==> src/dms_pkg.sv <==
// Purpose: Shared constants and types for the drive operation-mode selection block.
// Assumes: Mode codes are 8-bit signed object values; only 0 to 10 carry meaning.
// Notes: Object indices stand for the register addresses of the object dictionary.
// Operation
// - Mode value 1 is profile position, 3 profile velocity, 4 profile torque and 6 homing.
// - Mode value 8 is cyclic synchronous position, 9 cyclic velocity and 10 cyclic torque.
// - Values 0, 2 and 5 are reserved and value 7, interpolated position, is not supported.
// - An unsupported mode written by an acyclic service write is refused with an abort answer.
// - An unsupported mode arriving in cyclic process data is ignored and the present mode kept.
// - The read-only display object shows the mode really in effect, in the request encoding.
// - Leaving either position mode discards every position reference not yet executed.
// - Leaving a velocity or torque mode first performs a ramp stop, then enters the new mode.
// - While homing runs, any change to another mode is deferred.
// - Homing may be left once it has completed or was interrupted by a fault or servo-off.
// - 125 us and 250 us cycles suit only torque modes, 500 us adds the velocity modes, 1 ms suits all.
// - A cycle time not allowed for the active mode raises an error flag.
// - Cycle times above 1 ms are accepted when they are a whole multiple of the 250 us loop period.
// - A read-only bitmap object lists the modes, one bit per mode; its value 000003A1 sets bits for only five of the seven supported modes.
package dms_pkg;

    // ==========================================================
    // Object indices
    localparam logic [15:0] OBJ_MODE_REQUEST = 16'h6060;
    localparam logic [15:0] OBJ_MODE_DISPLAY = 16'h6061;
    localparam logic [15:0] OBJ_MODE_SUPPORT = 16'h6502;

    // ==========================================================
    // Reset values and the supported-mode bitmap
    localparam logic [7:0] MODE_REQUEST_RESET = 8'h00;
    localparam logic [7:0] MODE_DISPLAY_RESET = 8'h00;
    localparam logic [31:0] MODE_SUPPORT_MAP = 32'h000003A1;

    // ==========================================================
    // Mode codes
    localparam logic [7:0] MODE_NONE = 8'h00;
    localparam logic [7:0] PROFILE_POSITION_MODE = 8'h01;
    localparam logic [7:0] PROFILE_VELOCITY_MODE = 8'h03;
    localparam logic [7:0] PROFILE_TORQUE_MODE = 8'h04;
    localparam logic [7:0] HOMING_MODE = 8'h06;
    localparam logic [7:0] INTERPOLATED_POSITION_MODE = 8'h07;
    localparam logic [7:0] CYCLIC_SYNC_POSITION_MODE = 8'h08;
    localparam logic [7:0] CYCLIC_SYNC_VELOCITY_MODE = 8'h09;
    localparam logic [7:0] CYCLIC_SYNC_TORQUE_MODE = 8'h0A;

    // ==========================================================
    // Service abort codes
    localparam logic [31:0] ABORT_NONE = 32'h00000000;
    localparam logic [31:0] ABORT_READ_ONLY = 32'h06010002;
    localparam logic [31:0] ABORT_NO_OBJECT = 32'h06020000;
    localparam logic [31:0] ABORT_BAD_VALUE = 32'h06090030;

    // ==========================================================
    // Timing: clock, position loop and allowed cycle times in microseconds
    localparam int CLOCK_HZ = 20000000;
    localparam int LOOP_PERIOD_US = 250;
    localparam int LOOP_CYCLES = (CLOCK_HZ / 1000000) * LOOP_PERIOD_US;
    localparam logic [15:0] CYCLE_125_US = 16'd125;
    localparam logic [15:0] CYCLE_250_US = 16'd250;
    localparam logic [15:0] CYCLE_500_US = 16'd500;
    localparam logic [15:0] CYCLE_1_MS_US = 16'd1000;

    // ==========================================================
    // Switchover states
    typedef enum logic [1:0] {
        DMS_RUN,
        DMS_RAMP
    } dms_state_t;

endpackage

==> src/dms_mode_select.sv <==
// Purpose: Operation-mode request, validation and switchover for a servo drive.
// Assumes: Service and process data ports are synchronous to clock; requests are single-cycle strobes.
// Notes: Mode changes start and the cycle-time check is evaluated on the position loop tick; a ramp stop ends on ramp_stop_done.
`timescale 1ns/100ps
module dms_mode_select
    import dms_pkg::*;
#(
    parameter int LOOP_TICK_CYCLES = LOOP_CYCLES
) (
    // Clock and reset
    input wire logic clock,
    input wire logic resetn,
    // Acyclic service data access
    input wire logic sdo_req,
    input wire logic sdo_write,
    input wire logic [15:0] sdo_index,
    input wire logic [7:0] sdo_wdata,
    output logic sdo_done,
    output logic sdo_abort,
    output logic [31:0] sdo_abort_code,
    output logic [31:0] sdo_rdata,
    // Cyclic process data
    input wire logic pdo_valid,
    input wire logic [7:0] pdo_mode,
    // Drive status
    input wire logic homing_running,
    input wire logic homing_done,
    input wire logic drive_fault,
    input wire logic servo_on,
    input wire logic ramp_stop_done,
    input wire logic [15:0] cycle_time_us,
    // Switchover results
    output logic ramp_stop_req,
    output logic discard_position_refs,
    output logic cycle_time_error,
    output logic [7:0] operation_mode_request,
    output logic [7:0] operation_mode_display,
    output logic loop_tick
);

    // ==========================================================
    // Helper functions

    // Modes this drive can run.
    function automatic logic mode_supported(input logic [7:0] m);
        case (m)
            PROFILE_POSITION_MODE, PROFILE_VELOCITY_MODE, PROFILE_TORQUE_MODE, HOMING_MODE: begin
                return 1'b1;
            end
            CYCLIC_SYNC_POSITION_MODE, CYCLIC_SYNC_VELOCITY_MODE, CYCLIC_SYNC_TORQUE_MODE: begin
                return 1'b1;
            end
            default: begin
                return 1'b0; // Reserved 0, 2, 5 and unsupported interpolated position 7.
            end
        endcase
    endfunction

    // Modes that must ramp to a stop before being left.
    function automatic logic mode_needs_ramp(input logic [7:0] m);
        return (m == PROFILE_VELOCITY_MODE) || (m == PROFILE_TORQUE_MODE) ||
               (m == CYCLIC_SYNC_VELOCITY_MODE) || (m == CYCLIC_SYNC_TORQUE_MODE);
    endfunction

    // Modes whose unexecuted position references are dropped on exit.
    function automatic logic mode_is_position(input logic [7:0] m);
        return (m == PROFILE_POSITION_MODE) || (m == CYCLIC_SYNC_POSITION_MODE);
    endfunction

    // Whether a communication cycle time is allowed for a mode.
    function automatic logic cycle_allowed(input logic [7:0] m, input logic [15:0] t);
        logic torque;
        logic velocity;
        torque = (m == PROFILE_TORQUE_MODE) || (m == CYCLIC_SYNC_TORQUE_MODE);
        velocity = (m == PROFILE_VELOCITY_MODE) || (m == CYCLIC_SYNC_VELOCITY_MODE);
        if (t == CYCLE_125_US || t == CYCLE_250_US) begin
            return torque;
        end else if (t == CYCLE_500_US) begin
            return torque || velocity;
        end else if (t == CYCLE_1_MS_US) begin
            return 1'b1;
        end else if (t > CYCLE_1_MS_US) begin
            return (t % CYCLE_250_US) == 16'd0;
        end
        return 1'b0;
    endfunction

    // ==========================================================
    // Reset release: asynchronous assert, two-flop synchronous release.
    logic rst_meta_reg;
    logic rst_sync_n_reg;

    always_ff @(posedge clock or negedge resetn) begin
        if (!resetn) begin
            rst_meta_reg <= 1'b0;
            rst_sync_n_reg <= 1'b0;
        end else begin
            rst_meta_reg <= 1'b1;
            rst_sync_n_reg <= rst_meta_reg;
        end
    end

    // ==========================================================
    // Block state
    typedef struct packed {
        dms_state_t state;
        logic [15:0] div_count;
        logic tick;
        logic [7:0] request;
        logic [7:0] active;
        logic ramp_req;
        logic discard;
        logic cycle_err;
        logic sdo_done;
        logic sdo_abort;
        logic [31:0] sdo_code;
        logic [31:0] sdo_rdata;
    } dms_regs_t;

    localparam logic [15:0] TICK_LAST = 16'(LOOP_TICK_CYCLES - 1);

    dms_regs_t st_reg;
    dms_regs_t st_next;

    // Next-state logic for the loop divider, object access and switchover.
    always_comb begin
        logic homing_blocks;
        homing_blocks = 1'b0;
        st_next = st_reg;
        st_next.tick = 1'b0;
        st_next.discard = 1'b0;
        st_next.sdo_done = 1'b0;
        st_next.sdo_abort = 1'b0;
        st_next.sdo_code = ABORT_NONE;

        // Position loop period divider; the tick paces switchover and the cycle check.
        if (st_reg.div_count == TICK_LAST) begin
            st_next.div_count = 16'h0000;
            st_next.tick = 1'b1;
        end else begin
            st_next.div_count = st_reg.div_count + 16'h0001;
        end

        // Cyclic mode requests: bad codes are dropped silently.
        if (pdo_valid && mode_supported(pdo_mode)) begin
            st_next.request = pdo_mode;
        end

        // Acyclic object access answers one cycle later; a service write wins over process data.
        if (sdo_req) begin
            st_next.sdo_done = 1'b1;
            st_next.sdo_rdata = 32'h00000000;
            case (sdo_index)
                OBJ_MODE_REQUEST: begin
                    if (!sdo_write) begin
                        st_next.sdo_rdata = {24'h000000, st_reg.request};
                    end else if (mode_supported(sdo_wdata)) begin
                        st_next.request = sdo_wdata;
                    end else begin
                        st_next.sdo_abort = 1'b1;
                        st_next.sdo_code = ABORT_BAD_VALUE;
                    end
                end
                OBJ_MODE_DISPLAY: begin
                    if (sdo_write) begin
                        st_next.sdo_abort = 1'b1;
                        st_next.sdo_code = ABORT_READ_ONLY;
                    end else begin
                        st_next.sdo_rdata = {24'h000000, st_reg.active};
                    end
                end
                OBJ_MODE_SUPPORT: begin
                    if (sdo_write) begin
                        st_next.sdo_abort = 1'b1;
                        st_next.sdo_code = ABORT_READ_ONLY;
                    end else begin
                        st_next.sdo_rdata = MODE_SUPPORT_MAP;
                    end
                end
                default: begin
                    st_next.sdo_abort = 1'b1;
                    st_next.sdo_code = ABORT_NO_OBJECT;
                end
            endcase
        end

        // Homing holds the mode until it ends, faults or loses servo-on.
        homing_blocks = (st_reg.active == HOMING_MODE) && homing_running &&
                        !(homing_done || drive_fault || !servo_on);

        // Switchover sequencing: a switch starts on a loop tick; a ramp stop ends on ramp_stop_done in any cycle.
        case (st_reg.state)
            DMS_RUN: begin
                if (st_reg.tick && st_reg.request != st_reg.active && !homing_blocks) begin
                    if (mode_needs_ramp(st_reg.active)) begin
                        st_next.state = DMS_RAMP;
                        st_next.ramp_req = 1'b1;
                    end else begin
                        st_next.discard = mode_is_position(st_reg.active);
                        st_next.active = st_reg.request;
                    end
                end
            end
            DMS_RAMP: begin
                // The target is taken when the ramp ends, so a later request still counts.
                if (ramp_stop_done) begin
                    st_next.ramp_req = 1'b0;
                    st_next.state = DMS_RUN;
                    st_next.active = st_reg.request;
                end
            end
            default: begin
                st_next.state = DMS_RUN;
                st_next.ramp_req = 1'b0;
            end
        endcase

        // Cycle time check against the mode in effect; no mode selected means nothing to check.
        if (st_reg.tick) begin
            st_next.cycle_err = (st_reg.active != MODE_NONE) &&
                                !cycle_allowed(st_reg.active, cycle_time_us);
        end
    end

    // State register.
    always_ff @(posedge clock or negedge rst_sync_n_reg) begin
        if (!rst_sync_n_reg) begin
            st_reg.state <= DMS_RUN;
            st_reg.div_count <= 16'h0000;
            st_reg.tick <= 1'b0;
            st_reg.request <= MODE_REQUEST_RESET;
            st_reg.active <= MODE_DISPLAY_RESET;
            st_reg.ramp_req <= 1'b0;
            st_reg.discard <= 1'b0;
            st_reg.cycle_err <= 1'b0;
            st_reg.sdo_done <= 1'b0;
            st_reg.sdo_abort <= 1'b0;
            st_reg.sdo_code <= ABORT_NONE;
            st_reg.sdo_rdata <= 32'h00000000;
        end else begin
            st_reg <= st_next;
        end
    end

    // ==========================================================
    // Outputs, all straight from the state register.
    assign sdo_done = st_reg.sdo_done;
    assign sdo_abort = st_reg.sdo_abort;
    assign sdo_abort_code = st_reg.sdo_code;
    assign sdo_rdata = st_reg.sdo_rdata;
    assign ramp_stop_req = st_reg.ramp_req;
    assign discard_position_refs = st_reg.discard;
    assign cycle_time_error = st_reg.cycle_err;
    assign operation_mode_request = st_reg.request;
    assign operation_mode_display = st_reg.active;
    assign loop_tick = st_reg.tick;

endmodule // dms_mode_select

==> config.mk <==
export PLATFORM = sky130hd
export DESIGN_NAME = dms_mode_select
export DESIGN_NICKNAME = d
export VERILOG_FILES = /design/src/dms_pkg.sv /design/src/dms_mode_select.sv
export SDC_FILE = /design/constraint.sdc
export NUM_CORES = 1
export LEC_CHECK = 0
export ABC_AREA = 1
export BUFFER_PORTS_ARGS = -buffer_cell sky130_fd_sc_hd__buf_2
export CAP_MARGIN = 25
export CORE_MARGIN = 2
export CORE_UTILIZATION = 31
export DETAILED_ROUTE_END_ITERATION = 10
export GPL_ROUTABILITY_DRIVEN = 1
export PLACE_DENSITY_LB_ADDON = 0.25
export SLEW_MARGIN = 20
export SYNTH_ARGS = -nofsm -noshare
export SYNTH_HDL_FRONTEND = slang
export SYNTH_SLANG_ARGS = --single-unit
export TNS_END_PERCENT = 30
==> constraint.sdc <==
create_clock -name clock -period 2.35 [get_ports clock]
set_clock_uncertainty 0.1 [all_clocks]
set_input_delay 0.5875 -clock clock [delete_from_list [all_inputs] [get_ports clock]]
set_output_delay 0.5875 -clock clock [all_outputs]
set_load 0.02 [all_outputs]
==> results of run 1 <==
-- final timing paths --
path / end / startpoint / slack, ns
max reg2reg: cycle_time_error / operation_mode_display[2] / 0.15
min reg2reg: st_reg[94] / rst_sync_n_reg / 0.03
max: cycle_time_error / cycle_time_us[12] / -2.94
min: st_reg[94] / rst_sync_n_reg / 0.03
min in group clock: rst_sync_n_reg / rst_meta_reg / 0.26
max in group asynchronous: rst_sync_n_reg / resetn / 1.55
-- power by group through the flow --
| stage | Sequential [mW] | Clock (mW) | Combinational [mW] |
|---|---|---|---|
| detailed placement | 1.01 | 0 | 2.28 |
| CTS | 0.993 | 0.870 | 2.49 |
| floorplan | 1.02 | 0 | 1.52 |
| global placement | 1.01 | 0 | 2.30 |
| finish | 0.992 | 0.847 | 3.34 |
| global route | 0.998 | 0.907 | 3.64 |
-- logic make-up after synthesis --
| group | after synthesis | share of synthesized area |
|---|---|---|
| buffers and inverters | 209 | 0.205 |
| adders and majority gates | 1 | 0.00236 |
| DFF | 54 | 0.255 |
| AOI/OAI and AO/OA | 101 | 0.115 |
| muxes | 3 | 0.00637 |
| and+or+nand+nor | 429 | 0.383 |
| other | 2 | 0.00142 |
| xor gates and xnor gates | 19 | 0.0314 |
-- routing by layer --
metal	global-route usage	vias up	routed length, um	share of wire
li1	-	2955	-	-
met1	0.217	2634	7010	0.45
met2	0.250	127	7700	0.49
met3	0.0218	22	591	0.038
met4	0.0404	2	305	0.020
met5	0	-	17	0.0011
-- synth_stat cells (4+ instances only) --
| cell type | count | area [um2] |
|---|---|---|
| sky130_fd_sc_hd__nor4_1 | 12 | 75.1 |
| sky130_fd_sc_hd__o21ai_0 | 33 | 165 |
| sky130_fd_sc_hd__nand4_1 | 16 | 100 |
| sky130_fd_sc_hd__nor2_4 | 5 | 56.3 |
| sky130_fd_sc_hd__nand3_1 | 70 | 350 |
| sky130_fd_sc_hd__o211ai_1 | 8 | 60.1 |
| sky130_fd_sc_hd__buf_4 | 81 | 608 |
| sky130_fd_sc_hd__nor3_1 | 10 | 50.1 |
| sky130_fd_sc_hd__inv_2 | 10 | 37.5 |
| sky130_fd_sc_hd__inv_1 | 114 | 428 |
| sky130_fd_sc_hd__nand3_2 | 6 | 60.1 |
| sky130_fd_sc_hd__o31ai_1 | 4 | 30.0 |
| sky130_fd_sc_hd__nor2_1 | 71 | 267 |
| sky130_fd_sc_hd__nor2_2 | 15 | 93.8 |
| sky130_fd_sc_hd__nand2_1 | 190 | 713 |
| sky130_fd_sc_hd__a21oi_1 | 15 | 75.1 |
| sky130_fd_sc_hd__nand2_2 | 21 | 131 |
| sky130_fd_sc_hd__a22oi_1 | 5 | 37.5 |
| sky130_fd_sc_hd__dfrtp_1 | 54 | 1350 |
| sky130_fd_sc_hd__xor2_1 | 16 | 140 |
| sky130_fd_sc_hd__nand2_4 | 5 | 56.3 |
| sky130_fd_sc_hd__o21ai_1 | 14 | 70.1 |
-- worst register-to-register path, cell delays in order, from the launching register on --
cell and delay (ns):
sky130_fd_sc_hd__dfrtp_1 0.49, sky130_fd_sc_hd__inv_1 0.13, sky130_fd_sc_hd__o31ai_1 0.24, sky130_fd_sc_hd__inv_1 0.08
sky130_fd_sc_hd__a31oi_1 0.25, sky130_fd_sc_hd__o21ai_0 0.19, sky130_fd_sc_hd__nor4_2 0.27, sky130_fd_sc_hd__nand2_1 0.10
sky130_fd_sc_hd__nor2_2 0.10, sky130_fd_sc_hd__nand2_1 0.05, sky130_fd_sc_hd__nand2_1 0.05, sky130_fd_sc_hd__nand2_1 0.05
-- per-stage QoR --
step | power (mW) | hold slack [ns] | cell area [um2] | setup TNS (ns) | setup WS, ns
final | 5.18 | 0.0321 | 7770 | -2.94 | -2.94
after global placement | 3.31 | 0.0357 | 6490 | -3.19 | -3.19
after global routing | 5.55 | 0.0591 | 7770 | -3.32 | -3.32
after detailed placement | 3.29 | 0.0355 | 6490 | -3.19 | -3.19
after floorplan | 2.54 | 0.192 | 5490 | -2.50 | -2.50
after CTS | 4.35 | 0.0420 | 6910 | -2.73 | -2.73
-- area by class of cell --
cell class / count / area (um2) / share of cell area
clock inverter: 2 / 37.5 / 0.00483
inverter: 125 / 488 / 0.0628
timing repair buffer: 248 / 1700 / 0.219
multi-input combinational: 600 / 3790 / 0.487
tap: 220 / 275 / 0.0354
sequential: 54 / 1350 / 0.174
clock buffer: 6 / 129 / 0.0166
-- cells in the final DEF (no fill, tap or decap), types with 15 or more instances in the layout --
master	count
sky130_fd_sc_hd__buf_2	90
sky130_fd_sc_hd__inv_2	16
sky130_fd_sc_hd__nand4_1	16
sky130_fd_sc_hd__nand3_2	28
sky130_fd_sc_hd__xor2_1	15
sky130_fd_sc_hd__buf_4	143
sky130_fd_sc_hd__nor2_4	24
sky130_fd_sc_hd__nand2_2	39
sky130_fd_sc_hd__nand3_1	43
sky130_fd_sc_hd__dfrtp_1	53
sky130_fd_sc_hd__o21ai_0	27
sky130_fd_sc_hd__nor2_1	58
sky130_fd_sc_hd__nand2_4	34
sky130_fd_sc_hd__conb_1	47
sky130_fd_sc_hd__inv_1	104
sky130_fd_sc_hd__nand2_1	140
-- what timing repair did --
item / CTS / global route
hold buffers: 1 / 0
setup endpoints to repair: 1 / 6
gates resized for setup: 43 / 170
pin swaps: 27 / 105
setup buffers: 11 / 26
endpoints found under the hold margin: 2 / 0
cloned: 0 / 0
==> impl_summary.txt, run 1 <==
----------------------------------------------------
[Yosys]
  Number of synthesized register bits ... 54
  Async SR Flop Fraction ... 1.00
  Distinct cells, synth ... 46
  Ys flop type ... sky130_fd_sc_hd__dfrtp_1
  Netlist Area Pre-Place ... 0.00530 mm2
  Sequential fraction of the synthesis area ... 0.255
  Post-synthesis average cell area ... 6.48 um2
  Gate count of the mapped netlist ... 818
  Count of yosys warnings during synthesis ... 0
  Post-synth EDFFs ... 0

[Detailed routing]
  Post-route ant nets ... 0
  Number of DRC violations after detailed-routing iteration 0 ... 206
  Wire length per cell after detailed routing ... 12.5 um
  Vias per inst ... 4.57
  Total via count after detailed routing ... 5,740
  1st-pass router iterations ... 4
  Number of remaining DRC errors ... 0
  Detailed-route wire length ... 15.6 mm

[STA]
  Minimum setup slack in the final design ... -2.94 ns
  Shortest period the worst path allows ... 5.29 ns
  Fraction of the cycle the final worst path needs ... 2.25
  Fin. max-slew vios ... 0
  Final setup vio count ... 1
  FMAX ... 189 MHz
  Unrepaired setup endpoints after global routing ... true
  Final hold vios ... 0

[Outcome]
  Failing checks ... setup timing
  Status ... finished, violations left

[Place]
  Total of buffers placed on input and output ports ... 97
  DPL Wire Length ... 11.4 mm
  Placed cell count ... 1,209
  GP Congestion ... 0.866

[Setup path]
  Longest individual stage delay on the worst path ... 0.22 ns
  Cell at the slowest stage of the critical path ... sky130_fd_sc_hd__nor2_4
  Crit Path Max Fanout ... 8
  Logic depth of the worst register-to-register path ... 11
  Data arrival at the endpoint of the critical path ... 5.38 ns
  CP startpoint kind ... input pin
  Kind of cell adding the most delay to the critical path ... simple AND/OR/NAND/NOR gates
  Library cell appearing most often on the critical path ... sky130_fd_sc_hd__nand2_4
  Critical path capture point type ... flip-flop
  CP Data Required Time ... 2.44 ns
  Instance count on the critical path ... 50
  Total buffers and inverters traversed by the critical path ... 7
  Crit path kind ... in2reg

[Flow run]
  Max-cap violations ... 0

[Global route]
  Overflow after GRT ... 0
  Antenna violations before repair ... 1
  Number of global-route vias before repair ... 5,121
  Pin count of the biggest net entering global routing ... 44
  Global Route Usage Sum ... 0.155
  Wire length of the first global-routing pass ... 23.5 mm

[Layout]
  Layout Cells excl Fill ... 1,255
  Area delta synth->final ... 46.6%
  Layout cell share with drive strength beyond 1 ... 0.434
  Final #Nets ... 1,093
  Util after Layout ... 0.467
  Antenna Diode Count ... 0
  Filler instances ... 1,663
  Number of flip-flops under the largest register name ... 17

[Clock network]
  Cell at the root of the clock tree ... sky130_fd_sc_hd__clkbuf_16
  Latest clock arrival within the worst-skew pair ... 0.30 ns
  TritonCTS clock tree ... built
  Number of buffers between clock root and the deepest sink ... 2
  Number of CTS-inserted buffers ... 5
  Count of clock tree sinks ... 54
  Clock transition at the registers of the reported paths ... 0.07 ns
  H-tree levels ... 2

[Floorplan]
  Initial Util ... 0.319
  Die outline width ... 135 um
  Core Area ... 0.0166 mm2
  Die Ht ... 135 um
  Top-Level Pins ... 144
  Die area ... 0.0182 mm2
  Floorplan row count ... 47

[Pwr]
  Power share of the sequential group ... 0.192
  Part of the total power dissipated in the clock network ... 0.164
  Power Dens Cells ... 666 mW/mm2
  Total leakage power ... 4.16 nW
  Internal power component ... 2.88 mW
  Fraction of power consumed by combinational cells ... 0.645
  Sw power ... 2.30 mW
  Peak ir drop on the vdd network ... 0.383 mV
  Switching share of total power ... 0.444

[Min path]
  Class of the tightest hold or removal check ... reg2async

----------------------------------------------------
(Power assumes the default switching activity.)
==> inputs of run 2 (changes only) <==
--- a/config.mk
+++ b/config.mk
@@ -5,7 +5,7 @@
 export SDC_FILE = /design/constraint.sdc
 export NUM_CORES = 1
 export LEC_CHECK = 0
-export ABC_AREA = 1
+export ABC_AREA = 0
 export BUFFER_PORTS_ARGS = -buffer_cell sky130_fd_sc_hd__buf_2
 export CAP_MARGIN = 25
 export CORE_MARGIN = 2
==> impl_summary.txt, run 2 <==
----------------------------------------------------
[Outcome]
  Status ... finished, violations left
  Failing checks ... setup timing

[Yosys]
  Proportion of netlist area held by the largest area contributor ... 0.248 (-0.00725)
  Gate count of the mapped netlist ... 681 (-17%)
  Leading cell type by number of instances after synthesis ... sky130_fd_sc_hd__buf_4
  Post-synthesis average cell area ... 8.01 um2 (+24%)
  Ys flop type ... sky130_fd_sc_hd__dfrtp_1
  Count of yosys warnings during synthesis ... 0 (unchanged)
  Sequential fraction of the synthesis area ... 0.248 (-0.00725)
  Biggest area consumer among synthesized cells ... sky130_fd_sc_hd__dfrtp_1
  Netlist Area Pre-Place ... 0.00546 mm2 (+2.9%)
  Distinct cells, synth ... 86 (+87%)
  Async SR Flop Fraction ... 1.00 (unchanged)
  Post-synth EDFFs ... 0 (unchanged)
  Most used standard cells in the synthesized netlist ... sky130_fd_sc_hd__buf_4, sky130_fd_sc_hd__nand2_1, sky130_fd_sc_hd__dfrtp_1
  Top cells by area in the synthesized netlist ... sky130_fd_sc_hd__dfrtp_1, sky130_fd_sc_hd__buf_4, sky130_fd_sc_hd__nand2_1
  Number of synthesized register bits ... 54 (unchanged)

[Floorplan]
  Floorplan row count ... 48 (+2.1%)
  Initial Util ... 0.317 (-0.00198)
  Core Area ... 0.0172 mm2 (+3.6%)
  Top-Level Pins ... 144 (unchanged)
  Die Ht ... 137 um (+1.4%)
  Die area ... 0.0187 mm2 (+2.8%)
  Die outline width ... 137 um (+1.4%)

[Layout]
  Number of flip-flops under the largest register name ... 17 (unchanged)
  Commonest non-fill, non-tap cell in the layout ... sky130_fd_sc_hd__buf_4
  Filler instances ... 1,740 (+4.6%)
  Util after Layout ... 0.433 (-0.0339)
  Layout Cells excl Fill ... 1,128 (-10%)
  Area delta synth->final ... 36.8%
  Most used cells in the layout excluding fill and tap cells ... sky130_fd_sc_hd__buf_4, sky130_fd_sc_hd__buf_2, sky130_fd_sc_hd__nand2_1
  Layout cell share with drive strength beyond 1 ... 0.408 (-0.0258)
  Final #Nets ... 960 (-12%)
  Finished layout cell area ... 0.00747 mm2 (-3.9%)

[Setup path]
  CP Data Required Time ... 2.40 ns (-0.04 ns)
  Setup slack, reg-to-reg ... -0.27 ns (-0.42 ns)
  Data arrival at the endpoint of the critical path ... 5.90 ns (+0.52 ns)
  Crit path kind ... in2reg
  Crit Path Max Fanout ... 9 (+1)
  Critical path capture point type ... flip-flop
  CP startpoint kind ... input pin

[Global route]
  Number of global-route vias before repair ... 5,306 (+3.6%)
  Wire length of the first global-routing pass ... 25.6 mm (+9.1%)
  Global Route Usage Sum ... 0.168 (+0.0130)
  Overflow after GRT ... 0 (unchanged)
  Antenna violations before repair ... 0 (-1)
  Pin count of the biggest net entering global routing ... 33 (-25%)

[Detailed routing]
  Number of DRC violations after detailed-routing iteration 0 ... 239 (+16%)
  Post-route ant nets ... 0 (unchanged)
  Detailed-route wire length ... 15.9 mm (+1.8%)
  Wire length per cell after detailed routing ... 14.1 um (+13%)
  Vias per inst ... 5.06 (+11%)
  1st-pass router iterations ... 5 (+1)
  Total via count after detailed routing ... 5,706 (-0.59%)
  Number of remaining DRC errors ... 0 (unchanged)

[Pwr]
  Sw power ... 1.31 mW (-43%)
  Fraction of power consumed by combinational cells ... 0.512 (-0.133)
  Power Dens Cells ... 494 mW/mm2 (-26%)
  Power share of the sequential group ... 0.263 (+0.071)
  Internal power component ... 2.38 mW (-17%)
  Total leakage power ... 3.55 nW (-15%)
  Peak ir drop on the vdd network ... 0.299 mV (-22%)
  Part of the total power dissipated in the clock network ... 0.225 (+0.061)
  Switching share of total power ... 0.355 (-0.0892)

[Place]
  Area after DPL ... 0.00708 mm2 (+9.1%)
  Total of buffers placed on input and output ports ... 97 (unchanged)
  DPL Wire Length ... 12.8 mm (+12%)
  GP Congestion ... 0.905 (+4.5%)
  Placed cell count ... 1,113 (-7.9%)

[STA]
  Fraction of the cycle the final worst path needs ... 2.49 (+0.238)
  Unrepaired setup endpoints after global routing ... true
  Remaining max-slew budget at the tightest pin ... 0.668
  Fin. max-slew vios ... 0 (unchanged)
  Final setup vio count ... 1 (unchanged)
  Final hold vios ... 0 (unchanged)
  FMAX ... 171 MHz (-9.6%)
  Minimum setup slack in the final design ... -3.50 ns (-0.560 ns)
  Transition time of the tightest slew-check pin ... 0.486 ns
  Shortest period the worst path allows ... 5.85 ns (+0.560 ns)

[Clock network]
  Count of clock tree sinks ... 54 (unchanged)
  H-tree levels ... 2 (unchanged)
  Number of CTS-inserted buffers ... 5 (unchanged)
  Cell at the root of the clock tree ... sky130_fd_sc_hd__clkbuf_16
  Number of buffers between clock root and the deepest sink ... 2 (unchanged)
  TritonCTS clock tree ... built
  Clock transition at the registers of the reported paths ... 0.07 ns (about the same)
  Latest clock arrival within the worst-skew pair ... 0.29 ns (about the same)

[Min path]
  Class of the tightest hold or removal check ... reg2async

[Flow run]
  Max-cap violations ... 0 (unchanged)

----------------------------------------------------
[run 2: cell types whose count changed after synthesis, moves of 18 or more]
cell,before,now
sky130_fd_sc_hd__nor2_1,71,47
sky130_fd_sc_hd__a21oi_1,15,33
sky130_fd_sc_hd__nand2_2,21,0
sky130_fd_sc_hd__inv_1,114,16
sky130_fd_sc_hd__nand3_1,70,19
sky130_fd_sc_hd__nand2_1,190,60
[run 2: worst max-delay path, cell delays in order]
cell and delay (ns):
sky130_fd_sc_hd__buf_2 0.12, sky130_fd_sc_hd__and4_4 0.23, sky130_fd_sc_hd__a211o_1 0.31, sky130_fd_sc_hd__buf_4 0.15
sky130_fd_sc_hd__nand4_1 0.11, sky130_fd_sc_hd__a21oi_1 0.08, sky130_fd_sc_hd__o31a_1 0.41, sky130_fd_sc_hd__o21ai_2 0.23
sky130_fd_sc_hd__buf_4 0.16, sky130_fd_sc_hd__nand4_1 0.12, sky130_fd_sc_hd__a211oi_1 0.31, sky130_fd_sc_hd__a21oi_1 0.15
sky130_fd_sc_hd__or2_4 0.29, sky130_fd_sc_hd__o31ai_2 0.27, sky130_fd_sc_hd__o211a_1 0.21, sky130_fd_sc_hd__o22ai_2 0.07
sky130_fd_sc_hd__or4_4 0.54, sky130_fd_sc_hd__a221o_1 0.36, sky130_fd_sc_hd__a2111oi_4 0.40, sky130_fd_sc_hd__a31oi_1 0.08
sky130_fd_sc_hd__or3_1 0.36, sky130_fd_sc_hd__nor4_1 0.28, sky130_fd_sc_hd__a311oi_1 0.08
[run 2: through the flow]
step                      power [mW]  hold slack [ns]  setup TNS (ns)  setup WS, ns
after floorplan                 2.07            0.192           -3.96         -3.56
after global placement          2.76            0.143           -4.18         -3.95
after detailed placement        2.76            0.143           -4.18         -3.88
after CTS                       3.64            0.143           -3.45         -3.45
after global routing            3.91            0.181           -3.82         -3.82
final                           3.69            0.127           -3.50         -3.50
[run 2: final timing paths]
kind,start,endpoint,cells past startpoint
max,cycle_time_us[11],cycle_time_error,23
min,rst_sync_n_reg,sdo_abort_code[1],0
max reg2reg,operation_mode_display[6],cycle_time_error,9
min reg2reg,rst_sync_n_reg,sdo_abort_code[1],0
max in group asynchronous,rst_sync_n_reg,operation_mode_display[0],1
min in group clock,rst_meta_reg,rst_sync_n_reg,0
[run 2: cell type report]
| type | instances | area, um2 | share of cell area |
|---|---|---|---|
| tap | 225 | 282 | 0.0377 |
| timing repair buffer | 284 | 1930 | 0.258 |
| inverter | 19 | 71.3 | 0.00955 |
| multi-input combinational | 537 | 3670 | 0.491 |
| sequential | 54 | 1350 | 0.181 |
| antenna | 1 | 2.50 | 0.000335 |
| clock buffer | 6 | 129 | 0.0173 |
| clock inverter | 2 | 37.5 | 0.00503 |
[run 2: layer usage]
layer | global-route usage | share of wire
met5 | 0 | 0
met4 | 0.0434 | 0.018
met3 | 0.0148 | 0.045
met2 | 0.297 | 0.49
met1 | 0.219 | 0.45
[run 2: cells by family (layout without fill, tap and decap cells)]
logic type	after synthesis	after routing	synth area share
simple gates	243	243	0.236
xor+xnor	35	35	0.0576
flops	54	54	0.248
mux	25	25	0.0484
fa+ha+maj	2	2	0.00413
buf+inv	135	311	0.152
other cells	2	48	0.00138
compound gates	185	185	0.252
[run 2: repair_timing]
item / in CTS / in global routing
hold buffers: 1 / 0
hold endpoints to repair: 2 / 0
setup buffers: 1 / 4
pin swaps: 4 / 10
setup endpoints to repair: 8 / 1
gates resized for setup: 16 / 20
[run 2: power by group through the flow]
stage               registers [mW]  logic [mW]  clock network, mW
floorplan                    0.994        1.08                  0
global placement             0.989        1.77                  0
detailed placement           0.988        1.77                  0
CTS                          0.970        1.82              0.851
global route                 0.973        2.05              0.887
finish                       0.970        1.89              0.830
